`config.mk`:
```
export PLATFORM = sky130hd
export DESIGN_NAME = dtc_top
export DESIGN_NICKNAME = d
export VERILOG_FILES = /design/src/dtc_pkg.sv /design/src/dtc_lat_lut.sv /design/src/dtc_top.sv
export SDC_FILE = /design/constraint.sdc
export NUM_CORES = 1
export LEC_CHECK = 0
export ABC_AREA = 1
export BUFFER_PORTS_ARGS = -buffer_cell sky130_fd_sc_hd__buf_4
export CORE_UTILIZATION = 42
export CTS_CLUSTER_SIZE = 40
export DETAILED_ROUTE_END_ITERATION = 10
export GPL_TIMING_DRIVEN = 0
export PLACE_DENSITY_LB_ADDON = 0.1
export SYNTH_ARGS = -nofsm -noshare
export SYNTH_HDL_FRONTEND = slang
export SYNTH_HIERARCHICAL = 1
export SYNTH_SLANG_ARGS = --single-unit
export TNS_END_PERCENT = 20
```
`constraint.sdc`:
```
create_clock -name mclk -period 2.25 [get_ports mclk]
set_input_delay 0 -clock mclk [delete_from_list [all_inputs] [get_ports mclk]]
set_output_delay 0 -clock mclk [all_outputs]
set_load 0.05 [all_outputs]
```
`src/dtc_pkg.sv`:
```
package dtc_pkg;

  // ------------------------------------------------------------------
  // Register map
  // ------------------------------------------------------------------
  localparam int ADDR_W = 2;
  localparam int DATA_W = 8;
  localparam logic [ADDR_W-1:0] ADDR_TMR = 2'h0;
  localparam logic [ADDR_W-1:0] ADDR_CFG = 2'h1;
  localparam logic [ADDR_W-1:0] ADDR_STAT = 2'h2;
  localparam logic [DATA_W-1:0] TMR_RST = 8'h00;
  localparam logic [DATA_W-1:0] CFG_RST = 8'h00;

  // ------------------------------------------------------------------
  // Field layout
  // ------------------------------------------------------------------
  localparam int RTT_W = 3;
  localparam int TMR_RTT_LSB = 0;
  localparam int TMR_EN_BIT = 3;
  localparam int TMR_CA_LSB = 4;
  localparam int BAND_W = 3;
  localparam int CFG_BAND_LSB = 0;
  localparam int CFG_SETB_BIT = 3;
  localparam int CFG_BL32_BIT = 4;
  localparam int ST_DQ_BIT = 0;
  localparam int ST_DQS_BIT = 1;
  localparam int ST_CA_BUSY_BIT = 2;
  localparam int ST_LAT_OK_BIT = 3;
  localparam logic [RTT_W-1:0] RTT_OFF = 3'h0;
  localparam logic [RTT_W-1:0] RTT_240 = 3'h1;
  localparam logic [RTT_W-1:0] RTT_40 = 3'h6;

  // ------------------------------------------------------------------
  // Timing
  // ------------------------------------------------------------------
  localparam int MCLK_PERIOD_PS = 40000;
  localparam int CA_UPD_NS = 20;
  localparam int CA_UPD_CYC_I =
    (CA_UPD_NS * 1000 + MCLK_PERIOD_PS - 1) / MCLK_PERIOD_PS;
  localparam int CA_CNT_W = 4;
  localparam logic [CA_CNT_W-1:0] CA_UPD_CYC =
    CA_CNT_W'((CA_UPD_CYC_I < 1) ? 1 : CA_UPD_CYC_I);
  localparam int LAT_W = 6;
  localparam logic [LAT_W-1:0] BL32_EXTRA = 6'h08;
  localparam logic [LAT_W-1:0] LAT_NONE = 6'h00;

  // Latency tables, index = band (0: up to 266 MHz ... 7: up to 2133)
  localparam logic [7:0][LAT_W-1:0] LON_A =
    {6'h08, 6'h06, 6'h06, 6'h04, 6'h04, 6'h00, 6'h00, 6'h00};
  localparam logic [7:0][LAT_W-1:0] LON_B =
    {6'h18, 6'h14, 6'h12, 6'h0E, 6'h0C, 6'h06, 6'h00, 6'h00};
  localparam logic [7:0][LAT_W-1:0] LOFF_A =
    {6'h1C, 6'h1A, 6'h18, 6'h16, 6'h14, 6'h00, 6'h00, 6'h00};
  localparam logic [7:0][LAT_W-1:0] LOFF_B =
    {6'h2C, 6'h28, 6'h24, 6'h20, 6'h1C, 6'h16, 6'h00, 6'h00};

endpackage

```
`src/dtc_lat_lut.sv`:
```
// Latency lookup by band, latency set and burst length
module dtc_lat_lut
(
  input wire logic [dtc_pkg::BAND_W-1:0] band,
  input wire logic set_b,
  input wire logic bl32,
  output logic [dtc_pkg::LAT_W-1:0] lat_on,
  output logic [dtc_pkg::LAT_W-1:0] lat_off,
  output logic lat_ok
);

  import dtc_pkg::*;

  logic [LAT_W-1:0] off_base;

  // ------------------------------------------------------------------
  // Table select
  // ------------------------------------------------------------------
  // A zero entry marks a band with no defined latency
  always_comb
  begin
    lat_on = set_b ? LON_B[band] : LON_A[band];
    off_base = set_b ? LOFF_B[band] : LOFF_A[band];
    lat_ok = (lat_on != LAT_NONE);
    lat_off = bl32 ? LAT_W'(off_base + BL32_EXTRA) : off_base;
  end

endmodule

```
`src/dtc_top.sv`:
```
// Termination control for the data and command/address lines
module dtc_top
(
  input wire logic mclk,
  input wire logic rst,
  input wire logic [dtc_pkg::ADDR_W-1:0] reg_addr,
  input wire logic [dtc_pkg::DATA_W-1:0] reg_wdata,
  input wire logic reg_wr,
  input wire logic reg_rd,
  output logic [dtc_pkg::DATA_W-1:0] reg_rdata,
  input wire logic wr1_cmd,
  input wire logic mwr1_cmd,
  input wire logic power_down,
  input wire logic self_refresh,
  input wire logic write_leveling,
  output logic dq_term_en,
  output logic dqs_term_en,
  output logic [dtc_pkg::RTT_W-1:0] termination_resistance,
  output logic [dtc_pkg::RTT_W-1:0] ca_term_setting,
  output logic ca_update_busy
);

  import dtc_pkg::*;

  logic [DATA_W-1:0] tmr_reg;
  logic [DATA_W-1:0] cfg_reg;
  logic [DATA_W-1:0] rdata_reg;
  logic [RTT_W-1:0] ca_set_reg;
  logic [RTT_W-1:0] ca_stage_reg;
  logic [CA_CNT_W-1:0] ca_cnt_reg;
  logic ca_busy_reg;
  logic [LAT_W-1:0] on_cnt_reg;
  logic [LAT_W-1:0] off_cnt_reg;
  logic burst_reg;
  logic burst_next;
  logic dq_reg;
  logic dqs_reg;
  logic [RTT_W-1:0] rtt_reg;
  logic [LAT_W-1:0] lat_on;
  logic [LAT_W-1:0] lat_off;
  logic lat_ok;
  logic cmd_go;
  logic mode_en;
  logic rtt_valid;
  logic [RTT_W-1:0] rtt_code;
  logic quiet;
  logic [DATA_W-1:0] stat_word;

  // ------------------------------------------------------------------
  // Mode decode
  // ------------------------------------------------------------------
  // Bit 3 alone decides enable; the field can still be zero with it set
  assign mode_en = tmr_reg[TMR_EN_BIT];
  assign rtt_code = tmr_reg[TMR_RTT_LSB +: RTT_W];
  // Reserved codes 000 and 111 leave the lines unterminated
  assign rtt_valid = (rtt_code >= RTT_240) && (rtt_code <= RTT_40);
  // Power-down and self-refresh force both enables off in every mode; the resistance code is not gated
  assign quiet = power_down | self_refresh;
  // Either write flavour arriving in its second command cycle
  assign cmd_go = (wr1_cmd | mwr1_cmd) & mode_en & lat_ok;

  // ------------------------------------------------------------------
  // Latency lookup
  // ------------------------------------------------------------------
  dtc_lat_lut u_lut (
    .band(cfg_reg[CFG_BAND_LSB +: BAND_W]),
    .set_b(cfg_reg[CFG_SETB_BIT]),
    .bl32(cfg_reg[CFG_BL32_BIT]),
    .lat_on(lat_on),
    .lat_off(lat_off),
    .lat_ok(lat_ok)
  );

  // ------------------------------------------------------------------
  // Register writes
  // ------------------------------------------------------------------
  // Mode and configuration registers
  always_ff @(posedge mclk)
  begin
    if (rst)
    begin
      tmr_reg <= TMR_RST;
      cfg_reg <= CFG_RST;
    end
    else if (reg_wr)
    begin
      if (reg_addr == ADDR_TMR)
        tmr_reg <= reg_wdata;
      if (reg_addr == ADDR_CFG)
        cfg_reg <= reg_wdata;
    end
  end

  // CA setting is staged and applied after the update time
  always_ff @(posedge mclk)
  begin
    if (rst)
    begin
      ca_stage_reg <= RTT_OFF;
      ca_set_reg <= RTT_OFF;
      ca_cnt_reg <= '0;
      ca_busy_reg <= 1'b0;
    end
    else if (reg_wr && (reg_addr == ADDR_TMR))
    begin
      // A second write restarts the wait for the newest value
      ca_stage_reg <= reg_wdata[TMR_CA_LSB +: RTT_W];
      ca_cnt_reg <= CA_UPD_CYC;
      ca_busy_reg <= 1'b1;
    end
    else if (ca_cnt_reg != '0)
    begin
      ca_cnt_reg <= ca_cnt_reg - 1'b1;
      // Busy flag kept in a flop so the pin has no logic behind it
      ca_busy_reg <= (ca_cnt_reg != CA_CNT_W'(1));
      if (ca_cnt_reg == CA_CNT_W'(1))
        ca_set_reg <= ca_stage_reg;
    end
    else
      ca_busy_reg <= 1'b0;
  end

  // ------------------------------------------------------------------
  // Read port
  // ------------------------------------------------------------------
  // Live status of the termination outputs and pending CA update
  always_comb
  begin
    stat_word = '0;
    stat_word[ST_DQ_BIT] = dq_reg;
    stat_word[ST_DQS_BIT] = dqs_reg;
    stat_word[ST_CA_BUSY_BIT] = (ca_cnt_reg != '0);
    stat_word[ST_LAT_OK_BIT] = lat_ok;
  end

  // Read data stands only in the cycle after the strobe
  always_ff @(posedge mclk)
  begin
    if (rst)
      rdata_reg <= '0;
    else if (reg_rd)
    begin
      case (reg_addr)
        ADDR_TMR: rdata_reg <= tmr_reg;
        ADDR_CFG: rdata_reg <= cfg_reg;
        ADDR_STAT: rdata_reg <= stat_word;
        default: rdata_reg <= '0;
      endcase
    end
    else
      rdata_reg <= '0;
  end

  // ------------------------------------------------------------------
  // Burst window counters
  // ------------------------------------------------------------------
  // The earliest pending write owns the turn-on point, so a later
  // write never pushes an earlier turn-on back
  always_ff @(posedge mclk)
  begin
    if (rst)
      on_cnt_reg <= '0;
    else if (cmd_go && (on_cnt_reg == '0) && !burst_reg)
      on_cnt_reg <= LAT_W'(lat_on - 1'b1);
    else if (on_cnt_reg != '0)
      on_cnt_reg <= on_cnt_reg - 1'b1;
  end

  // Each write pushes the turn-off point out to its own latency
  always_ff @(posedge mclk)
  begin
    if (rst)
      off_cnt_reg <= '0;
    else if (cmd_go)
      off_cnt_reg <= LAT_W'(lat_off - 1'b1);
    else if (off_cnt_reg != '0)
      off_cnt_reg <= off_cnt_reg - 1'b1;
  end

  // Window opens when the on count expires, closes on the off count
  always_comb
  begin
    burst_next = burst_reg;
    if (on_cnt_reg == LAT_W'(1))
      burst_next = 1'b1;
    if ((off_cnt_reg == LAT_W'(1)) && !cmd_go)
      burst_next = 1'b0;
    if (!mode_en)
      burst_next = 1'b0;
  end

  always_ff @(posedge mclk)
  begin
    if (rst)
      burst_reg <= 1'b0;
    else
      burst_reg <= burst_next;
  end

  // ------------------------------------------------------------------
  // Termination switch
  // ------------------------------------------------------------------
  // Switch driven from the burst window, mode register and the power-down, self-refresh and write leveling pins
  // Gating inputs are same-clock state, seen one cycle late here
  always_ff @(posedge mclk)
  begin
    if (rst)
    begin
      dq_reg <= 1'b0;
      dqs_reg <= 1'b0;
      rtt_reg <= RTT_OFF;
    end
    else
    begin
      dq_reg <= burst_next & mode_en & rtt_valid & !quiet
        & !write_leveling;
      dqs_reg <= (burst_next | write_leveling) & mode_en & rtt_valid
        & !quiet;
      rtt_reg <= (mode_en && rtt_valid) ? rtt_code : RTT_OFF;
    end
  end

  assign dq_term_en = dq_reg;
  assign dqs_term_en = dqs_reg;
  assign termination_resistance = rtt_reg;
  assign ca_term_setting = ca_set_reg;
  assign ca_update_busy = ca_busy_reg;
  assign reg_rdata = rdata_reg;
endmodule

```
== After elaboration in Yosys (flattened, before gate mapping) ==
Memories as Yosys holds them, arrays and structs flattened. A register that Yosys moved wholly into a read port is not among the register bits.
Cells that the tools add are included.

* Bitwise operators: 15
* Reduce and logical (&&, ||, !) cells: 25
* Eq/ne operators: 6
* Add/subtract/negate cells: 6
* $lt $le $gt $ge: 3
* Mux-type cells: 27

{| class="wikitable"
|+ Operators with widths
! cell !! number
|-
| $mux 6 || 11
|-
| $mux 3 || 8
|-
| $pmux 8 s3 || 1
|-
| $sub 6x1->6 const B || 4
|-
| $reduce_bool 6->1 || 3
|-
| $eq 6x1->1 const B || 2
|-
| $and 1x1->1 || 9
|-
| $mux 1 || 7
|-
| $add 6x4->6 const B || 1
|-
| $logic_and 1x1->1 || 6
|-
| $logic_not 6->1 || 1
|-
| $reduce_bool 2->1 || 3
|-
| $reduce_or 2->1 || 3
|-
| $eq 4x1->1 const B || 1
|-
| $logic_not 1->1 || 4
|-
| $lt 3x4->1 const B || 1
|-
| $ne 4x1->1 const B || 1
|-
| $reduce_and 2->1 || 2
|-
| $reduce_bool 4->1 || 1
|-
| $sub 4x1->4 const B || 1
|-
| $ge 3x1->1 const B || 1
|-
| $le 3x3->1 const B || 1
|-
| $not 1->1 || 3
|-
| $or 1x1->1 || 3
|-
| other kinds (4) || 4
|}

* Register bits after elaboration: 53
* Memories: 4
* Output and inout port bits: 17
* Input port bits: 19
* Word-level logic and storage cells: 100
* Bits in read-only memories: 192

{| class="wikitable"
|+ Memories
! name !! depth !! bits a word !! rd ports !! clocked after Yosys merged registers in !! write ports !! RTL line !! text
|-
| (name not given) || 8 || 6 || 1 || 1 || 0 || dtc_lat_lut.sv:22 || <nowiki>lat_on = set_b ? LON_B[band] : LON_A[band];</nowiki>
|-
| (name not given) || 8 || 6 || 1 || 1 || 0 || dtc_lat_lut.sv:23 || <nowiki>off_base = set_b ? LOFF_B[band] : LOFF_A[band];</nowiki>
|-
| (name not given) || 8 || 6 || 1 || 1 || 0 || dtc_lat_lut.sv:23 ||
|-
| (name not given) || 8 || 6 || 1 || 1 || 0 || dtc_lat_lut.sv:22 ||
|}

== Depth between registers and ports, before layout ==
Gate-level depths: netlist of run 1.

* Depth after elaboration: 13
* Depth in mapped cells: 16
* Depth with buffers taken out: 15

== Hierarchy ==
Netlist of run 1, hierarchy kept.

{| class="wikitable"
|+ By module, submodules not included
! module !! times used !! cells an instance !! area each (µm²) !! sequential area each (µm²)
|-
| dtc_top || 1 || 350 || 2571.2 || 1001.0
|-
| dtc_lat_lut || 1 || 55 || 322.8 || 0.0
|}

== Worst setup path after synthesis of run 1 ==
Ideal clock, no wire load.

* Path kind: register to register
* Start point: register, netlist name cfg_reg[1]
* End point: register on_cnt_reg[3]
* Cell stages (with the launch flop): 16
* Required time: 2186 ps
* Setup time: 64 ps
* Arrival time: 1812 ps
* Setup slack: 374 ps
* Path buffers: 0
* Clock period less this slack: 1876 ps
* Cell sequence: dfxtp_1 -> inv_1 -> ha_1 -> nand2_1 -> nand3_1 -> nand2_1 -> nor2_1 -> nand2_1 -> nand2_2 -> inv_2 -> nand2_2 -> nor2_2 -> nand2_4 -> nand2_1 -> nand2_1 -> nor2_1

{| class="wikitable"
|+ RTL lines
! item !! RTL line !! text
|-
| to (signal assigned) || dtc_top.sv:164 || <nowiki>on_cnt_reg <= LAT_W'(lat_on - 1'b1);</nowiki>
|-
| to (signal assigned) || dtc_top.sv:166 || <nowiki>on_cnt_reg <= on_cnt_reg - 1'b1;</nowiki>
|-
| to (decl) || dtc_top.sv:32 || <nowiki>logic [LAT_W-1:0] on_cnt_reg;</nowiki>
|}

==> run_results.csv, run 1 <==
group,metric,value,unit
worst_setup_path,critPathKind,"reg -> reg",
worst_setup_path,cp-end-kind,"flop",
worst_setup_path,critPathRequiredTime,2.51,ns
outcome,outcome,"finished clean",
global_route,grt_pass1_wl,10.9,mm
place,place.gp.congestion,0.875,
clock_network,cts.sinks,50,
layout,nFillCells,654,
routing,totalWireLength,6.41,mm
global_route,grt_pass1_vias,2482,
place,dpl.hpwl,4.86,mm
timing,finalSetupViolations,0,
layout,nets,498,
timing,slew_viol_final,0,
place,dpl.cell_count,519,
min_path,hp-start,"reg_wr",
layout,finalInstanceArea,3530,µm²
worst_setup_path,rr_worst_depth,15,
synth,syn_inst,405,
layout,final_cell_mix,"nand2_1 (85), nor2_1 (49), inv_1 (48), dfxtp_1 (48), buf_4 (41)",
worst_setup_path,crit_arrival,2.32,ns
clock_network,clockRootBuffer,"clkbuf_8",
place,portBuffers,35,
min_path,min_to,"cfg_reg[5]",
timing,setup_ws,0.191,ns
timing,period_minus_slack,2.06,ns
timing,final.setup_skew,0.00705,ns
timing,rsz0062_at_grt,"true",
worst_setup_path,reg2reg_to,"on_cnt_reg[0]",
routing,wl_per_cell,11.8,µm
clock_network,insertion_delay,0.31,ns
synth,ys_seq_elements,50,
routing,via_per_inst,5.00,
worst_setup_path,cp_max_fo,5,
power_and_ir_drop,power,3300,µW
routing,drtIter0Drc,112,
floorplan,die_area,7230,µm²
worst_setup_path,cp_cell_sequence,"inv_1 > ha_1 > nand2_1 > nand3_1 > nand2_2 > nor2_1 > nand2_1 > nand2_2 > inv_2 > nand2_2 > nor2_4 > nand3_1 > nand3_1 > nand2_1 > inv_1",
clock_network,h-tree-depth,2,
global_route,grt.overflow.total,0,
timing,hold_violations,0,
routing,drc,0,
floorplan,die_y,85.0,µm
place,place_ws,0.0506,ns
timing,clock.fmax,0.486,GHz
worst_setup_path,cp_top_family,"simple AND/OR/NAND/NOR gates",
power_and_ir_drop,power_density,935,nW/µm²
timing,fin_tns_setup,0,ns
place,placed_area,3260,µm²
timing,worst_pin_slew,0.544,ns
routing,vias,2710,
worst_setup_path,timing.rr.start,"cfg_reg[0]",
synth,synth_area_per_cell,7.15,µm²
timing,slew_headroom,0.637,
synth,yosysWarnings,6,
job,drv_cap,0,
worst_setup_path,crit_slowest_cell,"dfxtp_2",
worst_setup_path,crit_buf_inv,3,
timing,fin_crit_sh,0.915,
layout,antennaDiodeCount,0,
synth,ys.flop_type,"dfxtp_1",
synth,async_reset_ff_frac,0,
global_route,antenna_found_initial,0,
layout,final_cells,542,
clock_network,cts_made_buffers,5,
clock_network,cts_buffer_depth,2,
floorplan,coreArea,6490,µm²
worst_setup_path,r2r_slack,0.19,ns
power_and_ir_drop,p_leak,0.00164,µW
routing,firstDrtPassIters,4,
clock_network,clk_pin_slew,0.10,ns
layout,syn_to_final_growth,22.1,%
min_path,min_path_type,"in -> reg",
power_and_ir_drop,peakVddDrop,0.631,mV
floorplan,io_pins,36,
routing,drtAntennaViolNets,0,
worst_setup_path,critPathMaxStageDelay,0.36,ns
min_path,whs_path_depth,3,
global_route,grt_max_degree,16,
layout,drive_above_1_share,0.209,
floorplan,dieWidth,85.0,µm
synth,syn_area,2890,µm²
synth,synth_edf_count,0,
floorplan,start_util,0.446,
synth,synthDistinctLibCells,36,
floorplan,rows,29,
global_route,grt_usage,0.189,
synth,synth_seq_area_share,0.346,
worst_setup_path,worst_setup_path_start_kind,"flop",
clock_network,cts_tree,"yes",
layout,final_common_cell,"nand2_1",
## power breakdown
| group | total, µW | internal (µW) | switching, µW |
|---|---|---|---|
| logic | 1480 | 569 | 907 |
| clock network | 647 | 332 | 315 |
| registers | 1180 | 1050 | 131 |
## kinds of logic (layout without fill, tap and decap cells)
kind of cell | Yosys count | after routing | share of synthesized area
flip-flops | 50 | 50 | 0.346
XOR/XNOR | 8 | 8 | 0.0242
AO/OA/AOI/OAI | 56 | 56 | 0.115
buffers and inverters | 66 | 123 | 0.0973
other | 1 | 3 | 0.00130
adder cells (fa/ha/maj) | 15 | 15 | 0.0649
AND/OR/NAND/NOR | 209 | 210 | 0.352
## area by class of cell
class	count	area (µm²)	area share
sequential	50	1010	0.285
clock inverter	2	37.5	0.0106
timing repair buffer	49	400	0.113
clock buffer	6	72.6	0.0205
tap	77	96.3	0.0273
multi-input combinational	292	1640	0.464
buffer	9	67.6	0.0191
inverter	57	214	0.0605
## cell usage after synthesis, types with 3 or more instances
master	instances	share of area
xnor2_1	5	0.015
buf_4	5	0.013
nor2_2	4	0.0086
nor2_1	49	0.064
a21oi_2	6	0.018
o21ai_1	11	0.019
o21ai_0	11	0.019
o221ai_1	3	0.0091
dfxtp_1	50	0.35
nand3_1	35	0.061
ha_1	15	0.065
inv_1	48	0.062
inv_2	9	0.012
nand4_1	7	0.015
a21oi_1	20	0.035
nor3_1	5	0.0086
nand2_4	3	0.012
nand3_2	4	0.014
nand2_2	6	0.013
nand2_1	86	0.11
nor2_4	4	0.016
xor2_1	3	0.0091
## through the flow
step / util / hold slack (ns)
2_1_floorplan: - / 0.0624
3_3_place_gp: 0.502 / 0.176
3_5_place_dp: 0.502 / 0.184
4_1_cts: 0.539 / 0.0271
5_1_grt: 0.544 / 0.0367
6_report: 0.544 / 0.0339
## worst max path at each step
stage / from / endpoint / slack, ns / cells after the start
final: cfg_reg[0] / on_cnt_reg[0] / 0.19 / 15
after global routing: cfg_reg[0] / on_cnt_reg[0] / -0.03 / 15
after CTS: cfg_reg[1] / off_cnt_reg[5] / 0.01 / 13
after detailed placement: cfg_reg[1] / off_cnt_reg[5] / 0.05 / 13
after global placement: cfg_reg[1] / dqs_term_en / 0.06 / 11
after floorplan: cfg_reg[1] / on_cnt_reg[3] / 0.37 / 15
## routing by layer
metal  GRT usage  up-vias  part of all wire
met5           0        -                 0
met4      0.0663        0             0.019
met3      0.0331       11             0.027
met2       0.334       45              0.50
met1       0.231     1241              0.45
li1            -     1413                 -
## worst reg2reg max path, cell delays in order (launching register included)
cell	delay, ns
dfxtp_2	0.36
inv_1	0.09
ha_1	0.33
nand2_1	0.10
nand3_1	0.09
nand2_2	0.13
nor2_1	0.05
nand2_1	0.11
nand2_2	0.12
inv_2	0.11
nand2_2	0.12
nor2_4	0.14
nand3_1	0.09
nand3_1	0.07
nand2_1	0.05
inv_1	0.07
## what timing repair did
action / CTS / global route
endpoints found under the setup margin: 0 / 15
setup buffers: 0 / 1
resized for setup: 0 / 7
hold endpoints to repair: 18 / 0
hold buffers: 13 / 0
Note: power is estimated with default switching activity, not from simulation.
==> inputs of run 2 (changes only) <==
Settings changed: BUFFER_PORTS_ARGS -buffer_cell sky130_fd_sc_hd__buf_4 to not set, DONT_BUFFER_PORTS set to 1.
==> run 2 against run 1 <==
  * Final cell count decreased by 5.5%
  * Highest routed layer unchanged
  * Non-clock buffer count decreased by 29
  * Worst hold slack improved by 0.0024 ns
  * Critical endpoint is now off_cnt_reg[3]
  * Clock power decreased by 3.7%
==> run_results.csv, run 2 (synthesized netlist as in run 1, its figures left out) <==
group,metric,value,unit
outcome,outcome,"finished clean",
layout,finalInstanceArea,3320,µm²
layout,syn_to_final_growth,14.8,%
worst_setup_path,worstSetupStartpoint,"cfg_reg[0]",
power_and_ir_drop,p_sw,1320,µW
place,dpl.hpwl,4.87,mm
power_and_ir_drop,power.internal,1900,µW
clock_network,cts_buffer_depth,2,
clock_network,insertion_delay,0.30,ns
routing,wl_per_cell,12.6,µm
layout,drive_above_1_share,0.140,
floorplan,die_y,85.0,µm
floorplan,start_util,0.446,
power_and_ir_drop,power,3220,µW
power_and_ir_drop,p_leak,0.00148,µW
timing,fin_crit_sh,0.897,
place,placed_area,3000,µm²
power_and_ir_drop,clockPowerShare,0.193,
job,drv_cap,0,
worst_setup_path,rr_worst_depth,13,
global_route,grt_max_degree,16,
min_path,hp-start,"reg_addr[1]",
layout,final_common_cell,"nand2_1",
worst_setup_path,cp_max_fo,10,
routing,via_per_inst,4.90,
clock_network,cts_tree,"yes",
timing,period_minus_slack,2.02,ns
timing,setup_ws,0.232,ns
floorplan,rows,29,
worst_setup_path,r2r_slack,0.23,ns
power_and_ir_drop,peakVddDrop,0.561,mV
timing,worst_pin_slew,0.571,ns
clock_network,cts_made_buffers,5,
floorplan,die_area,7230,µm²
layout,antennaDiodeCount,0,
routing,drtAntennaViolNets,0,
timing,slew_headroom,0.620,
routing,firstDrtPassIters,4,
clock_network,h-tree-depth,2,
routing,drc,0,
power_and_ir_drop,sw_frac_of_total,0.410,
floorplan,coreArea,6490,µm²
power_and_ir_drop,power_density,970,nW/µm²
layout,final_cell_mix,"nand2_1 (85), nor2_1 (49), inv_1 (48), dfxtp_1 (48), nand3_1 (35)",
timing,fin_tns_setup,0,ns
worst_setup_path,timing.rr.start,"cfg_reg[0]",
routing,vias,2508,
worst_setup_path,cp-end-kind,"flop",
timing,clock.fmax,0.496,GHz
clock_network,cts.sinks,50,
place,place.gp.congestion,0.869,
timing,slew_viol_final,0,
timing,final.setup_skew,0.00438,ns
timing,finalSetupViolations,0,
timing,hold_violations,0,
global_route,grt.overflow.total,0,
global_route,grt_pass1_vias,2415,
place,dpl.cell_count,484,
clock_network,clk_pin_slew,0.09,ns
global_route,antenna_found_initial,0,
routing,drtIter0Drc,108,
worst_setup_path,critPathCapture,"off_cnt_reg[3]",
power_and_ir_drop,seq_power_share,0.400,
floorplan,io_pins,36,
worst_setup_path,crit_arrival,2.25,ns
layout,final_cells,512,
layout,nets,468,
worst_setup_path,reg2reg_to,"off_cnt_reg[3]",
global_route,grt_usage,0.193,
floorplan,dieWidth,85.0,µm
worst_setup_path,worst_setup_path_start_kind,"flop",
place,place_ws,0.0653,ns
worst_setup_path,critPathRequiredTime,2.48,ns
clock_network,clockRootBuffer,"clkbuf_8",
place,portBuffers,0,
routing,totalWireLength,6.45,mm
worst_setup_path,critPathKind,"reg -> reg",
power_and_ir_drop,combPwrFrac,0.407,
global_route,grt_pass1_wl,11.1,mm
min_path,min_path_type,"in -> reg",
## run 2: cell count changes in the layout (fill, tap and decap cells not counted), sizes merged
cell / change
nor2: -1
buf: -35
dlygate4sd3: +6
## run 2: layer usage
layer  up-vias  track usage  part of all wire
met1      1117        0.222              0.45
met3        12       0.0311             0.028
met4         0       0.0817             0.022
li1       1344            -                 -
met5         -            0                 0
met2        35        0.352              0.50
## run 2: through the flow
step	hold slack [ns]	utilization
6_report	0.0363	0.512
5_1_grt	0.0942	0.512
4_1_cts	0.0271	0.508
3_5_place_dp	0.0663	0.462
3_3_place_gp	0.0650	0.462
2_1_floorplan	0.0624	-
## run 2: what timing repair did
action | 4_1_cts | 5_1_grt
gates resized for setup | 0 | 6
hold endpoints to repair | 39 | 0
buffers inserted | 0 | 1
hold buffers | 19 | 0
endpoints found under the setup margin | 0 | 15
## run 2: power groups by stage
| stage | combinational [µW] | clock (µW) | sequential [µW] |
|---|---|---|---|
| floorplan | 1070 | 0 | 1280 |
| global placement | 1240 | 0 | 1310 |
| detailed placement | 1270 | 0 | 1310 |
| CTS | 1310 | 644 | 1290 |
| global route | 1500 | 686 | 1310 |
| finish | 1310 | 623 | 1290 |
## run 2: worst min path at each step
stage	endpoint	slack (ns)	cells past startpoint
finish	reg_rdata[3]	0.04	5
global route	reg_rdata[3]	0.09	5
CTS	reg_rdata[3]	0.03	5
detailed placement	cfg_reg[2]	0.07	1
global placement	cfg_reg[2]	0.07	1
floorplan	cfg_reg[2]	0.06	1
## run 2: layout make-up
| cell class | count | area, µm² |
|---|---|---|
| plain buffers | 9 | 67.6 |
| clock buffers | 6 | 72.6 |
| clock inverters | 2 | 37.5 |
| fillers | 632 | 3170 |
| inverters | 57 | 214 |
| multi-input cells | 291 | 1630 |
| flip-flops and latches | 50 | 1000 |
| well taps | 77 | 96.3 |
| repair buffers | 20 | 198 |
## run 2: critical path, stage by stage, from the launching register on
cell	delay, ns
dfxtp_2	0.36
inv_1	0.09
ha_1	0.33
nand2_1	0.10
nand3_1	0.09
nand2_2	0.10
nor2_1	0.04
nand2_1	0.10
nand2_2	0.09
nor2_4	0.23
nor2_2	0.11
inv_2	0.08
nand2_1	0.10
nor3_2	0.12
==> inputs of run 3 (changes only) <==
Settings changed: ABC_AREA 1 to not set.
==> run 3 against run 2 <==
  * The flow now finishes with violations (setup timing)
  * Flip-flop and latch count unchanged
  * Via count decreased by 7.3%
  * Largest cell class unchanged
  * Setup slack got worse by 0.35 ns
==> run_results.csv, run 3 <==
group,metric,value,unit
outcome,outcome,"finished, violations left",
outcome,violations,"setup timing",
routing,vias,2324,
worst_setup_path,crit_arrival,2.54,ns
routing,drtIter0Drc,80,
layout,nFillCells,543,
worst_setup_path,critPathCapture,"burst_reg",
timing,rsz0062_at_grt,"true",
global_route,grt_usage,0.218,
global_route,grt.overflow.total,0,
layout,nets,396,
synth,synth_area_per_cell,8.44,µm²
routing,firstDrtPassIters,4,
place,place_ws,-0.311,ns
timing,final.setup_skew,0.00483,ns
place,place.gp.congestion,0.836,
synth,syn_inst,312,
place,dpl.hpwl,4.51,mm
clock_network,cts_made_buffers,5,
routing,wl_per_cell,15.3,µm
floorplan,coreArea,5990,µm²
layout,antennaDiodeCount,0,
layout,fin_util,0.566,
clock_network,clockRootBuffer,"clkbuf_8",
worst_setup_path,worstSetupStartpoint,"cfg_reg[0]",
synth,yosysTopAreaCellShare,0.380,
worst_setup_path,critPathRequiredTime,2.42,ns
power_and_ir_drop,p_sw,1060,µW
worst_setup_path,cp_max_fo,4,
synth,synth_edf_count,0,
layout,final_common_cell,"dfxtp_1",
min_path,min_path_type,"in -> reg",
synth,ys_seq_elements,50,
synth,yosysMostFrequentCell,"dfxtp_1",
timing,fin_crit_sh,1.05,
synth,yosysWarnings,6,
power_and_ir_drop,sw_frac_of_total,0.357,
synth,synthDistinctLibCells,50,
layout,syn_to_final_growth,28.6,%
worst_setup_path,timing.rr.start,"cfg_reg[0]",
synth,syn_area,2630,µm²
routing,totalWireLength,6.70,mm
power_and_ir_drop,combPwrFrac,0.379,
timing,worst_pin_slew,0.678,ns
synth,synthTopCellsByCount,"dfxtp_1 (50), nand2_1 (39), a21oi_1 (30)",
layout,final-seq-area,1010,µm²
power_and_ir_drop,power,2960,µW
routing,via_per_inst,5.31,
power_and_ir_drop,power_density,873,nW/µm²
place,placed_area,2750,µm²
layout,finalInstanceArea,3390,µm²
clock_network,cts_buffer_depth,2,
floorplan,io_pins,36,
timing,hold_violations,0,
job,drv_cap,0,
worst_setup_path,critPathKind,"reg -> reg",
worst_setup_path,worst_setup_path_start_kind,"flop",
clock_network,insertion_delay,0.30,ns
timing,period_minus_slack,2.37,ns
timing,clock.fmax,0.422,GHz
clock_network,h-tree-depth,2,
floorplan,rows,28,
synth,async_reset_ff_frac,0,
synth,synth_area_leader_cell,"dfxtp_1",
floorplan,die_area,6590,µm²
timing,slew_viol_final,0,
global_route,grt_max_degree,17,
worst_setup_path,cp-end-kind,"flop",
worst_setup_path,reg2reg_to,"burst_reg",
routing,drtAntennaViolNets,0,
floorplan,die_y,81.2,µm
global_route,grt_pass1_vias,2323,
power_and_ir_drop,p_leak,0.00139,µW
timing,setup_ws,-0.121,ns
worst_setup_path,r2r_slack,-0.12,ns
floorplan,dieWidth,81.2,µm
clock_network,clk_pin_slew,0.10,ns
power_and_ir_drop,seq_power_share,0.401,
timing,finalSetupViolations,15,
layout,multi_input_area,1660,µm²
synth,synth_area_leaders,"dfxtp_1 (38%), ha_1 (7.1%), a21oi_1 (5.7%)",
power_and_ir_drop,peakVddDrop,0.500,mV
place,portBuffers,0,
global_route,grt_pass1_wl,10.8,mm
clock_network,cts.sinks,50,
timing,slew_headroom,0.548,
power_and_ir_drop,power.internal,1900,µW
worst_setup_path,rr_worst_depth,10,
synth,synth_seq_area_share,0.380,
timing,hold_ws,0.0208,ns
floorplan,start_util,0.440,
layout,drive_above_1_share,0.231,
routing,drc,0,
power_and_ir_drop,clockPowerShare,0.220,
clock_network,cts_tree,"yes",
synth,ys.flop_type,"dfxtp_1",
layout,final_cell_mix,"dfxtp_1 (48), nand2_1 (38), a21oi_1 (28), buf_4 (28), nor2_1 (25)",
global_route,antenna_found_initial,0,
-- run 3: routing by layer --
layer  global-route usage  share of wire  routed length, µm  vias up
li1                     -              -                  -     1162
met1                0.243           0.41               2750     1072
met2                0.383           0.50               3330       67
met3               0.0528          0.052                347       23
met4                0.114          0.042                284        0
met5                    0              0                  0        -
-- run 3: cell families after synthesis --
logic type / Yosys count / share of synthesized area
AND/OR/NAND/NOR: 125 / 0.235
AO/OA/AOI/OAI: 55 / 0.137
flip-flops: 50 / 0.380
buffers and inverters: 33 / 0.0575
XOR/XNOR: 18 / 0.0599
adder cells (fa/ha/maj): 15 / 0.0713
multiplexers: 15 / 0.0580
other: 1 / 0.00142
-- run 3: worst max-delay path, stage by stage, from the launching register on --
cell and delay (ns):
dfxtp_4 0.39, ha_4 0.17, or2_4 0.24, a21oi_4 0.19, a21oi_4 0.05, or4_4 0.54, o211ai_1 0.13, buf_4 0.18
buf_4 0.10, a41o_4 0.21, nor3b_2 0.05
-- run 3: cell type report --
class | instances | share of cell area
plain buffers | 17 | 0.0281
clock buffers | 5 | 0.0203
clock inverters | 3 | 0.0129
inverters | 16 | 0.0192
multi-input cells | 231 | 0.489
flip-flops and latches | 50 | 0.298
well taps | 75 | 0.0277
repair buffers | 41 | 0.106
-- run 3: worst min path at each step --
stage                        end  slack (ns)  cells past startpoint      startpoint
finish              reg_rdata[2]        0.02                      2             rst
global route        reg_rdata[2]       0.008                      2             rst
CTS                 reg_rdata[2]       0.001                      2             rst
detailed placement    dq_term_en        0.09                      1  write_leveling
global placement      dq_term_en        0.08                      1  write_leveling
floorplan             dq_term_en        0.08                      1  write_leveling
-- run 3: what timing repair did --
item | 4_1_cts | 5_1_grt
pin swaps | 13 | 14
endpoints found under the setup margin | 15 | 16
hold buffers | 14 | 0
resized for setup | 25 | 19
hold endpoints to repair | 28 | 0
setup buffers | 20 | 8
-- run 3: stage by stage --
| stage | setup TNS (ns) | std cells |
|---|---|---|
| 2_1_floorplan | -0.0905 | 314 |
| 6_report | -1.05 | 438 |
| 4_1_cts | -1.31 | 431 |
| 5_1_grt | -2.30 | 438 |
| 3_5_place_dp | -2.97 | 389 |
| 3_3_place_gp | -2.90 | 389 |
-- run 3: power groups by stage --
stage,combinational [µW],clock [µW],sequential [µW]
finish,1120,650,1190
global route,1260,715,1210
CTS,1070,678,1180
detailed placement,975,0,1200
global placement,970,0,1200
floorplan,817,0,1170
